File: config.mk
export PLATFORM = sky130hd
export DESIGN_NAME = sea_core
export DESIGN_NICKNAME = d
export VERILOG_FILES = /design/src/hdl/sea_mem.v /design/src/hdl/sea_core.v
export VERILOG_INCLUDE_DIRS = /design/src /design/src/hdl
export SDC_FILE = /design/constraint.sdc
export NUM_CORES = 1
export LEC_CHECK = 0
export ABC_AREA = 1
export BUFFER_PORTS_ARGS = -buffer_cell sky130_fd_sc_hd__buf_2
export CAP_MARGIN = 10
export CELL_PAD_IN_SITES_DETAIL_PLACEMENT = 0
export CELL_PAD_IN_SITES_GLOBAL_PLACEMENT = 1
export CORE_UTILIZATION = 30
export CTS_CLUSTER_DIAMETER = 200
export DETAILED_ROUTE_END_ITERATION = 16
export PLACE_DENSITY = 0.6
export SYNTH_ARGS = -nofsm -noshare
export SYNTH_HDL_FRONTEND = slang
export SYNTH_SLANG_ARGS = --single-unit
File: constraint.sdc
create_clock -name clk_i -period 7.6 [get_ports clk_i]
set_input_delay 0.38 -clock clk_i [delete_from_list [all_inputs] [get_ports clk_i]]
set_output_delay 0.38 -clock clk_i [all_outputs]
set_load 0.005 [all_outputs]
File: src/hdl/sea_defs.vh
`ifndef SEA_DEFS_VH
`define SEA_DEFS_VH

// ----------------------------------------
// Register map (byte addresses)
// ----------------------------------------
`define SEA_ADR_CTRL 8'h00
`define SEA_ADR_STAT 8'h04
`define SEA_CTRL_EN_BIT 0
`define SEA_CTRL_EN_RST 1'h1
`define SEA_STAT_BUSY_BIT 0
`define SEA_STAT_PAGE_BIT 1
`define SEA_STAT_ROW_LSB 4

// ----------------------------------------
// Control byte layout and codes
// ----------------------------------------
`define SEA_CB_ROW_MSB 7
`define SEA_CB_ROW_LSB 3
`define SEA_CB_MODE_MSB 2
`define SEA_CB_MODE_LSB 1
`define SEA_CB_DIR_BIT 0
`define SEA_MODE_LOW_INC 2'h1
`define SEA_MODE_HIGH_DEC 2'h2
`define SEA_CMD_PAGE1 8'h01
`define SEA_CMD_PAGE0 8'h09
`define SEA_CMD_FILL0 8'h07
`define SEA_CMD_FILL1 8'h0F
`define SEA_CMD_INIT 8'hFF
`define SEA_PAGE_RST 1'h0

// ----------------------------------------
// Array shape
// ----------------------------------------
`define SEA_ROW_W 5
`define SEA_WORD_W 16
`define SEA_ADDR_W 6

// ----------------------------------------
// Timing
// ----------------------------------------
`define SEA_CLK_MHZ 25
`define SEA_PROG_TIME_US 10000
`define SEA_PROG_CYCLES (`SEA_PROG_TIME_US * `SEA_CLK_MHZ)

`endif

File: src/hdl/sea_mem.v
`timescale 1ns/1ps

// ----------------------------------------
// Word array, one write port, registered read port
// ----------------------------------------
module sea_mem #(
  parameter integer AW = 6,
  parameter integer DW = 16
)(
  input wire clk_i,
  input wire we_i,
  input wire [AW-1:0] wa_i,
  input wire [DW-1:0] wd_i,
  input wire re_i,
  input wire [AW-1:0] ra_i,
  output reg [DW-1:0] rq_o
);

  // Storage cells, no reset as in a real array
  reg [DW-1:0] cells [0:(1<<AW)-1];

  // Write and registered read
  always @(posedge clk_i)
  begin
    if (we_i)
    begin
      cells[wa_i] <= wd_i;
    end
    if (re_i)
    begin
      rq_o <= cells[ra_i];
    end
  end

endmodule

File: src/hdl/sea_core.v
`timescale 1ns/1ps
`include "sea_defs.vh"

module sea_core #(
  parameter integer PROG_CYCLES = `SEA_PROG_CYCLES
)(
  input wire clk_i,
  input wire rst_i,
  input wire wb_cyc_i,
  input wire wb_stb_i,
  input wire wb_we_i,
  input wire [7:0] wb_adr_i,
  input wire [3:0] wb_sel_i,
  input wire [31:0] wb_dat_i,
  output reg [31:0] wb_dat_o,
  output reg wb_ack_o,
  input wire scl_i,
  input wire sda_i,
  output reg sda_o,
  output reg sda_oe_o
);

  // ----------------------------------------
  // Constants
  // ----------------------------------------
  localparam [17:0] PROG_LAST = PROG_CYCLES[17:0] - 18'h0_0001;
  localparam [17:0] PROG_HALF = {1'b0, PROG_CYCLES[17:1]};
  localparam [17:0] FILL_SPAN = 18'h0_0040;

  // One-hot protocol states
  localparam [5:0] S_IDLE = 6'h01;
  localparam [5:0] S_RX = 6'h02;
  localparam [5:0] S_ACK = 6'h04;
  localparam [5:0] S_TX = 6'h08;
  localparam [5:0] S_MACK = 6'h10;
  localparam [5:0] S_PROG = 6'h20;

  // ----------------------------------------
  // Byte order helper
  // ----------------------------------------
  // Picks the high half for byte slot idx under the current order
  function pick_high;
    input idx;
    input low_first;
    begin
      pick_high = idx ^ ~low_first;
    end
  endfunction

  // ----------------------------------------
  // Declarations
  // ----------------------------------------
  reg scl_m, scl_s, scl_p; // Clock pin synchroniser and history
  reg sda_m, sda_s, sda_p; // Data pin synchroniser and history
  reg [5:0] state; // Protocol state
  reg [7:0] shreg; // Shift register for both directions
  reg [3:0] bitcnt; // Bits moved in current byte
  reg is_ctrl; // Next received byte is a control byte
  reg [4:0] row; // Current row address
  reg low_first; // Byte order and step direction
  reg dir; // Direction from control byte
  reg page; // Selected page
  reg [1:0] wcnt; // Data bytes taken in this write
  reg bidx; // Byte slot within buffer during reads
  reg macked; // Master acknowledged, next byte pending
  reg wpend; // Buffer holds data awaiting programming
  reg fpend; // Whole-array fill pending
  reg fill_one; // Fill value
  reg spec; // Last control byte was a special command
  reg [15:0] buffer; // Word buffer
  reg rd_req; // Read strobe into the array
  reg ld_d; // Array read data is valid
  reg [17:0] pcnt; // Programming cycle timer
  reg ctrl_en; // Software enable of the slave
  wire [15:0] mem_q; // Array read data
  wire scl_rise; // Clock edge events
  wire scl_fall;
  wire start_ev; // Bus conditions
  wire stop_ev;
  wire in_prog;
  wire erase_win;
  wire write_win;
  wire mem_we;
  wire [5:0] mem_wa;
  wire [15:0] mem_wd;
  wire [7:0] tx_byte;

  // ----------------------------------------
  // Pin synchronisers and edge finders
  // ----------------------------------------
  // First stage feeds only the second stage
  always @(posedge clk_i)
  begin
    if (rst_i)
    begin
      scl_m <= 1'b1;
      scl_s <= 1'b1;
      scl_p <= 1'b1;
      sda_m <= 1'b1;
      sda_s <= 1'b1;
      sda_p <= 1'b1;
    end
    else
    begin
      scl_m <= scl_i;
      scl_s <= scl_m;
      scl_p <= scl_s;
      sda_m <= sda_i;
      sda_s <= sda_m;
      sda_p <= sda_s;
    end
  end

  assign scl_rise = scl_s & ~scl_p;
  assign scl_fall = ~scl_s & scl_p;
  assign start_ev = scl_s & scl_p & sda_p & ~sda_s;
  assign stop_ev = scl_s & scl_p & ~sda_p & sda_s;

  // ----------------------------------------
  // Array write path
  // ----------------------------------------
  assign in_prog = state[5];
  assign erase_win = fpend ? (pcnt < FILL_SPAN) : (pcnt == 18'h0_0000);
  assign write_win = fpend ? ((pcnt >= PROG_HALF) && (pcnt < PROG_HALF + FILL_SPAN)) : (pcnt == PROG_HALF);
  assign mem_we = in_prog & (erase_win | write_win);
  // fill walks every word of both pages
  assign mem_wa = fpend ? (write_win ? (pcnt[5:0] - PROG_HALF[5:0]) : pcnt[5:0]) : {page, row};
  assign mem_wd = erase_win ? 16'h0000 : (fpend ? {16{fill_one}} : buffer);

  // byte chosen by slot and order
  assign tx_byte = pick_high(bidx, low_first) ? buffer[15:8] : buffer[7:0];

  sea_mem #(
    .AW(`SEA_ADDR_W),
    .DW(`SEA_WORD_W)
  ) u_mem (
    .clk_i(clk_i),
    .we_i(mem_we),
    .wa_i(mem_wa),
    .wd_i(mem_wd),
    .re_i(rd_req),
    .ra_i({page, row}),
    .rq_o(mem_q)
  );

  // ----------------------------------------
  // Protocol engine
  // ----------------------------------------
  // Bus conditions are handled last so they override the byte logic
  always @(posedge clk_i)
  begin
    if (rst_i)
    begin
      state <= S_IDLE;
      shreg <= 8'h00;
      bitcnt <= 4'h0;
      is_ctrl <= 1'b0;
      row <= 5'h00;
      low_first <= 1'b0;
      dir <= 1'b0;
      page <= `SEA_PAGE_RST;
      wcnt <= 2'h0;
      bidx <= 1'b0;
      macked <= 1'b0;
      wpend <= 1'b0;
      fpend <= 1'b0;
      fill_one <= 1'b0;
      spec <= 1'b0;
      buffer <= 16'h0000;
      rd_req <= 1'b0;
      ld_d <= 1'b0;
      pcnt <= 18'h0_0000;
      sda_o <= 1'b0;
      sda_oe_o <= 1'b0;
    end
    else
    begin
      rd_req <= 1'b0;
      ld_d <= rd_req;
      if (ld_d)
      begin
        buffer <= mem_q;
      end
      case (state)
        S_IDLE:
        begin
          sda_oe_o <= 1'b0;
        end
        S_RX:
        begin
          // Sample data on rising clock
          if (scl_rise && bitcnt != 4'h8)
          begin
            shreg <= {shreg[6:0], sda_s};
            bitcnt <= bitcnt + 4'h1;
          end
          else if (scl_fall && bitcnt == 4'h8)
          begin
            bitcnt <= 4'h0;
            if (is_ctrl)
            begin
              // Control byte: acknowledged in every case
              sda_oe_o <= 1'b1;
              state <= S_ACK;
              spec <= 1'b1;
              case (shreg)
                `SEA_CMD_PAGE1: page <= 1'b1;
                `SEA_CMD_PAGE0: page <= 1'b0;
                `SEA_CMD_FILL0:
                begin
                  fpend <= 1'b1;
                  fill_one <= 1'b0;
                end
                `SEA_CMD_FILL1:
                begin
                  fpend <= 1'b1;
                  fill_one <= 1'b1;
                end
                `SEA_CMD_INIT: spec <= 1'b1;
                default:
                begin
                  row <= shreg[`SEA_CB_ROW_MSB:`SEA_CB_ROW_LSB];
                  low_first <= (shreg[`SEA_CB_MODE_MSB:`SEA_CB_MODE_LSB] == `SEA_MODE_LOW_INC);
                  dir <= shreg[`SEA_CB_DIR_BIT];
                  spec <= 1'b0;
                  rd_req <= 1'b1;
                end
              endcase
            end
            else if (wcnt != 2'h2)
            begin
              if (pick_high(wcnt[0], low_first))
              begin
                buffer[15:8] <= shreg;
              end
              else
              begin
                buffer[7:0] <= shreg;
              end
              wcnt <= wcnt + 2'h1;
              wpend <= 1'b1;
              sda_oe_o <= 1'b1;
              state <= S_ACK;
            end
            else
            begin
              // Third data byte is refused, no acknowledge
              state <= S_IDLE;
            end
          end
        end
        S_ACK:
        begin
          // Acknowledge held until the next falling clock edge
          if (scl_fall)
          begin
            bitcnt <= 4'h0;
            if (spec)
            begin
              sda_oe_o <= 1'b0;
              state <= S_IDLE;
            end
            else if (dir)
            begin
              // first byte leaves right after acknowledge
              shreg <= tx_byte;
              sda_oe_o <= ~tx_byte[7];
              state <= S_TX;
            end
            else
            begin
              sda_oe_o <= 1'b0;
              is_ctrl <= 1'b0;
              state <= S_RX;
            end
          end
        end
        S_TX:
        begin
          // Next bit is driven on falling clock
          if (scl_fall)
          begin
            if (bitcnt == 4'h7)
            begin
              sda_oe_o <= 1'b0;
              state <= S_MACK;
            end
            else
            begin
              sda_oe_o <= ~shreg[6];
              shreg <= {shreg[6:0], 1'b0};
              bitcnt <= bitcnt + 4'h1;
            end
          end
        end
        S_MACK:
        begin
          if (scl_rise)
          begin
            if (sda_s)
            begin
              state <= S_IDLE;
            end
            else
            begin
              macked <= 1'b1;
              bidx <= ~bidx;
              // second byte read, step and reload
              if (bidx)
              begin
                row <= low_first ? row + 5'h01 : row - 5'h01;
                rd_req <= 1'b1;
              end
            end
          end
          else if (scl_fall && macked)
          begin
            macked <= 1'b0;
            bitcnt <= 4'h0;
            shreg <= tx_byte;
            sda_oe_o <= ~tx_byte[7];
            state <= S_TX;
          end
        end
        S_PROG:
        begin
          sda_oe_o <= 1'b0;
          pcnt <= pcnt + 18'h0_0001;
          if (pcnt == PROG_LAST)
          begin
            wpend <= 1'b0;
            fpend <= 1'b0;
            state <= S_IDLE;
          end
        end
        default:
        begin
          state <= S_IDLE;
          sda_oe_o <= 1'b0;
        end
      endcase
      // Bus conditions, not seen while busy
      if (!in_prog && stop_ev)
      begin
        sda_oe_o <= 1'b0;
        macked <= 1'b0;
        if (wpend || fpend)
        begin
          pcnt <= 18'h0_0000;
          state <= S_PROG;
        end
        else
        begin
          state <= S_IDLE;
        end
      end
      else if (!in_prog && start_ev && ctrl_en)
      begin
        state <= S_RX;
        is_ctrl <= 1'b1;
        bitcnt <= 4'h0;
        wcnt <= 2'h0;
        bidx <= 1'b0;
        macked <= 1'b0;
        wpend <= 1'b0;
        fpend <= 1'b0;
        spec <= 1'b0;
        sda_oe_o <= 1'b0;
      end
    end
  end

  // ----------------------------------------
  // Wishbone register slave
  // ----------------------------------------
  // One wait state keeps read data registered
  always @(posedge clk_i)
  begin
    if (rst_i)
    begin
      wb_ack_o <= 1'b0;
      wb_dat_o <= 32'h0000_0000;
      ctrl_en <= `SEA_CTRL_EN_RST;
    end
    else
    begin
      wb_ack_o <= wb_cyc_i & wb_stb_i & ~wb_ack_o;
      if (wb_cyc_i && wb_stb_i && !wb_ack_o)
      begin
        // Enable gates acceptance of new START conditions
        if (wb_we_i && wb_sel_i[0] && wb_adr_i == `SEA_ADR_CTRL)
        begin
          ctrl_en <= wb_dat_i[`SEA_CTRL_EN_BIT];
        end
        // Unmapped addresses read as zero
        if (wb_adr_i == `SEA_ADR_CTRL)
        begin
          wb_dat_o <= {31'h0000_0000, ctrl_en};
        end
        else if (wb_adr_i == `SEA_ADR_STAT)
        begin
          wb_dat_o <= {23'h00_0000, row, 2'h0, page, in_prog};
        end
        else
        begin
          wb_dat_o <= 32'h0000_0000;
        end
      end
    end
  end

endmodule

Word-level counts from Yosys, hierarchy flattened

Memory sizes are Yosys's and may differ from the RTL's. A register that Yosys moved wholly into a read port is not among the register bits.
Index checks and enable logic that the tools add are counted.

$lt $le $gt $ge: 3
Reductions and logical operators: 33
Bitwise gates (word level): 24
Multiplexer cells: 133
$add $sub $neg: 6
Eq/ne operators: 45

Operator list:

| cell                                                         | count |
|---|---|
| two-way mux 16 bit                                           | 8 |
| two-way mux 8 bit                                            | 11 |
| two-way mux 6 bit                                            | 14 |
| two-way mux 1 bit                                            | 57 |
| two-way mux 18 bit                                           | 3 |
| two-way mux 4 bit                                            | 11 |
| two-way mux 5 bit                                            | 8 |
| one-hot mux 6 bit (6 select lines)                           | 1 |
| inequality test 2 bit, second input constant                 | 17 |
| one-hot mux 8 bit (4 select lines)                           | 1 |
| inequality test 4 bit, second input constant                 | 7 |
| adder 18 x 1 -> 18 bit, second input constant                | 1 |
| equality test 18 x 17 -> 1 bit, second input constant        | 1 |
| equality test 18 bit, second input constant                  | 1 |
| >= comparator 18 x 17 -> 1 bit, second input constant        | 1 |
| logical NOT 18 bit                                           | 1 |
| less-than comparator 18 x 17 -> 1 bit, second input constant | 1 |
| less-than comparator 18 x 7 -> 1 bit, second input constant  | 1 |
| two-way mux 9 bit                                            | 2 |
| AND reduction 9 bit                                          | 2 |
| equality test 8 x 3 -> 1 bit, second input constant          | 2 |
| equality test 8 x 4 -> 1 bit, second input constant          | 2 |
| one-hot mux 4 bit (4 select lines)                           | 1 |
| AND reduction 5 bit                                          | 3 |
| 40 further kinds                                             | 87 |

Logic and storage cells: 274
Memories: 1
Output and inout bits: 35
Bits in writable memories: 1,024
Bits of input ports: 51
Register bits: 112

Memory list:

| memory      | depth | bits a word | read ports | clocked after memory_dff | write ports | RTL line     | RTL |
|---|---|---|---|---|---|---|---|
| u_mem.cells | 64    | 16          | 1          | 1                        | 1           | sea_mem.v:20 | `reg [DW-1:0] cells [0:(1<<AW)-1];` |

Depth between registers and ports, before layout

Depth in word-level cells: 9
Gate-level depth with buffers: 14

Modules after synthesis

A second synthesis with hierarchy kept.

Cells, all modules: 4,410
Area, all modules: 47,887.2 µm²

By module, submodules not included:

| module   | times used | area an instance (µm²) | sequential area each (µm²) | cells an instance |
|---|---|---|---|---|
| sea_mem  | 1          | 42,300.6               | 31,230.0                   | 3,534 |
| sea_core | 1          | 5,586.6                | 1,741.7                    | 876 |

Worst setup path after synthesis

OpenSTA, ideal clock, no wires.

Path kind: register -> register
Start: register fpend
End: memory u_mem.cells[0][10], data pin
Cell stages (with the launch flop): 7
Library setup time: 0.499 ns
Period minus slack after synthesis: 3.250 ns
Arrival: 2.752 ns
Setup slack: 4.350 ns
Path through: dfxtp_1 -> buf_2 -> inv_1 -> buf_1 -> clkbuf_1 -> a21oi_1 -> nor2_1

Cells in the longest elaborated chain, start to end: 2
Elaborated cells on any way between the ends: 3

Ends and longest elaborated chain:

| item                                                    | RTL line                       | RTL |
|---|---|---|
| start: declaration                                      | sea_core.v:67                  | `reg fpend;` |
| start signal: assignment                                | sea_core.v:166                 | `fpend <= 1'b0;` |
| start signal: assignment                                | sea_core.v:211                 | `fpend <= 1'b1;` |
| start signal: assignment                                | sea_core.v:216                 | `fpend <= 1'b1;` |
| two-way mux 16 bit or two-way mux 1 bit (tied branches) | sea_core.v:128, sea_core.v:123 |  |
| two-way mux 16 bit *                                    | sea_core.v:128                 | `assign mem_wd = erase_win ? 16'h0000 : (fpend ? {16{fill_one}} : buffer);` |
| via mem_wd[10]                                          | sea_core.v:85                  | `wire [15:0] mem_wd;` |
| end: declaration                                        | sea_mem.v:20                   |  |

The timed path passes the listed nets; every way through them passes the cells marked *.

==> flow_summary.toml <==
[power]
vdd_drop_max_v = 0.000184
clkPwrFrac_pct = 43.7
p_int_w = 0.00976
power.total_w = 0.0124
p_comb_share_pct = 2.4
switching_power_w = 0.00267
pwr-share-seq_pct = 53.8
p_leak_nw = 16.0
p_per_area_nw_per_um2 = 236
swShare_pct = 21.5

[worst_setup_path]
slowest_delay_ns = 0.82
worstPathArrival_ns = 4.78
cp_top_family = "buffers and inverters"
crit_top_cell = "nand2_1"
path_cells = "inv_8, buf_4, buf_4, o21ai_0, o22ai_1, nand2_1, nand2_1, a21oi_1, o21ai_1, nand3_1, nand2_1"
start_kind = "register"
crit_required_ns = 8.19
path_max_fanout = 86
cp_num_buf_inv = 3
crit_path_end_kind = "register"
crit_type = "register to register"
cpMaxStageDelayCell = "buf_4"

[clock_network]
clock_latency_ns = 0.74
cts_resized = 0
tritoncts = "done"
cts_num_sinks = 1127
clk_pin_slew_ns = 0.06
cts_buffers = 118
htree_levels = 3
cts-root-buf = "clkbuf_16"
cts_buffer_depth = 3

[global_route]
overflow = 0
grt_pass1_wl_mm = 198
grt_max_degree = 154
antenna_found_initial = 1
grt_use_total_pct = 16.9
grt_pass1_vias = 29000

[hold_path]
hold_path.class = "primary input to register"

[timing]
hold_viol = 0
timing.fmax_mhz = 239
relSlewSlack_pct = 32.1
grt_setup_unrepaired = "no"
setup_violations = 0
finClkSkew_ns = 0.0606
final.min_clock_period_ns = 4.19
finalMaxSlewViolations = 0
worstMarginPinSlew_ns = 1.02
tns_ns = 0
finalCritPeriodShare_pct = 55.1

[final_layout]
fin_area_um2 = 52700
layoutNonFillerInstCount = 6145
layout-drive-gt1-share_pct = 9.68
fin_nets = 4065
syn2layout_area_growth_pct = 13.4

[die]
initial_core_util_pct = 30.2
die_y_um = 396
die_x_um = 396
num_io_pins = 86
placementRows = 144
coreArea_um2 = 154000
dieArea_um2 = 157000

[synthesis]
ys_types = 54
synth_top_family_by_area = "compound AO/OA/AOI/OAI gates"
syn_area_um2 = 46500
yosysWarnings = 0
synth_compound_gate_area_share_pct = 12.5
ys_ff_latch = 1127
synth_seq_area_share_pct = 70.9
synth_simple_gate_area_share_pct = 12.2
synth_edf_count = 1040
syn_avg_cell_area_um2 = 11.7
synth_cells = 3982
synthMuxAreaShare_pct = 0.170
synth-adder-area-share_pct = 0.393
async_reset_ff_share_pct = 0
synth_flop_cell = "edfxtp_1"
synth_xor_xnor_area_share_pct = 0.339

[route]
drcViolationCount = 0
drt_iter0_drc = 2609
ant_nets = 0
dr.pass1.iters = 6
routed_wl_mm = 135
vias = 30700
wl_per_cell_um = 22.0
vias_per_cell = 5.00

[place]
place_inst = 5920
post_dp_cell_area_um2 = 49100
hpwl_mm = 74.8
gp_congestion = 0.829
place.port_buffers = 25

[run]
drv_cap = 0

[run_status]
status = "finished, final reports clean"
[per-layer routing]
metal | GRT usage [%] | part of all wire [%]
met3 | 2.52 | 5.1
met4 | 5.22 | 3.1
met2 | 26.5 | 46
met1 | 24.1 | 46
met5 | 0 | 0
[synthesized netlist by cell type (all sizes together), types with 2 or more instances]
cell / number / area [um^2]
o21bai: 2 / 15.0
ha: 13 / 163
a31oi: 3 / 18.8
nand4: 25 / 208
xor2: 17 / 149
o21ai: 667 / 3340
o31ai: 7 / 52.6
o211ai: 9 / 67.6
or2: 5 / 31.3
nor2: 733 / 2830
nand3: 114 / 621
nor4: 3 / 18.8
o22ai: 255 / 1600
a21oi: 125 / 637
buf: 99 / 596
dfxtp: 87 / 1740
mux2: 7 / 78.8
clkbuf: 175 / 658
clkinv: 2 / 7.51
inv: 103 / 389
and3: 2 / 12.5
nand2: 448 / 1720
o221ai: 2 / 17.5
nor3: 23 / 148
edfxtp: 1040 / 31200
a211oi: 3 / 22.5
nand3b: 6 / 48.8
[cell families (layout without fill, tap and decap cells)]
group           Yosys count  after routing
xor+xnor                 18             18
simple gates           1360           1360
buf+inv                 379            472
compound gates         1076           1076
mux                       7              7
other cells               1             27
flops                  1127           1127
fa+ha+maj                14             14
[flip-flops by register name, summed over array words and instances (netlist names), 2 cells and up]
name / count
u_mem.rq_o: 16
bitcnt: 4
row: 5
pcnt: 18
wb_dat_o: 7
buffer: 16
wcnt: 2
state: 6
u_mem.cells: 1024
shreg: 8
[metrics by stage]
step                      setup WS [ns]  hold WS (ns)  utilization (%)
final                              3.41         0.132             34.3
after global routing               3.14         0.116             34.3
after CTS                          3.42        0.0652             34.3
after detailed placement           3.44         0.402             31.9
after global placement             3.43         0.418             31.9
after floorplan                    4.35         0.389                -
[power groups by stage]
stage               registers (W)  logic (W)  clock network (W)
floorplan                 0.00682   0.000213                  0
global route              0.00669   0.000336            0.00578
global placement          0.00682   0.000303                  0
finish                    0.00669   0.000303            0.00543
CTS                       0.00669   0.000305            0.00555
detailed placement        0.00682   0.000303                  0
[worst paths after layout]
path,start,to,slack (ns),cells after the start
worst min-delay path,rst_i,shreg[6],0.13,2
worst max register to register,row[0],u_mem.rq_o[14],3.41,11
worst max-delay path,row[0],u_mem.rq_o[14],3.41,11
worst min register to register,scl_m,scl_s,0.42,1
[layout make-up]
cell class,instances,area [um^2]
diodes,1,2.50
clock buffers,146,3130
clock inverters,74,455
fillers,15300,101000
inverters,105,414
multi-input cells,2501,12100
flip-flops and latches,1127,33000
well taps,2044,2560
repair buffers,147,1090
[layout by cell type, fill, tap and decap left out, types with 21 or more instances in the layout]
cell type | Yosys | layout
o22ai_1 | 255 | 255
clkinv_2 | 0 | 24
nand4_1 | 21 | 21
nor2_1 | 720 | 704
inv_1 | 91 | 88
buf_4 | 33 | 115
nand2_1 | 434 | 434
o21ai_1 | 59 | 59
nand3_1 | 104 | 104
buf_2 | 50 | 25
clkbuf_16 | 0 | 120
dfxtp_1 | 87 | 83
edfxtp_1 | 1040 | 1040
conb_1 | 1 | 26
clkinv_1 | 2 | 40
clkbuf_1 | 174 | 23
nor2_4 | 7 | 23
a21oi_1 | 124 | 124
o21ai_0 | 607 | 607
[timing repair]
action / 4_1_cts / 5_1_grt
setup buffers: 0 / 0
hold buffers: 4 / 0
hold endpoints to repair: 3 / 0
setup endpoints to repair: 0 / 0
(Power assumes the default switching activity.)
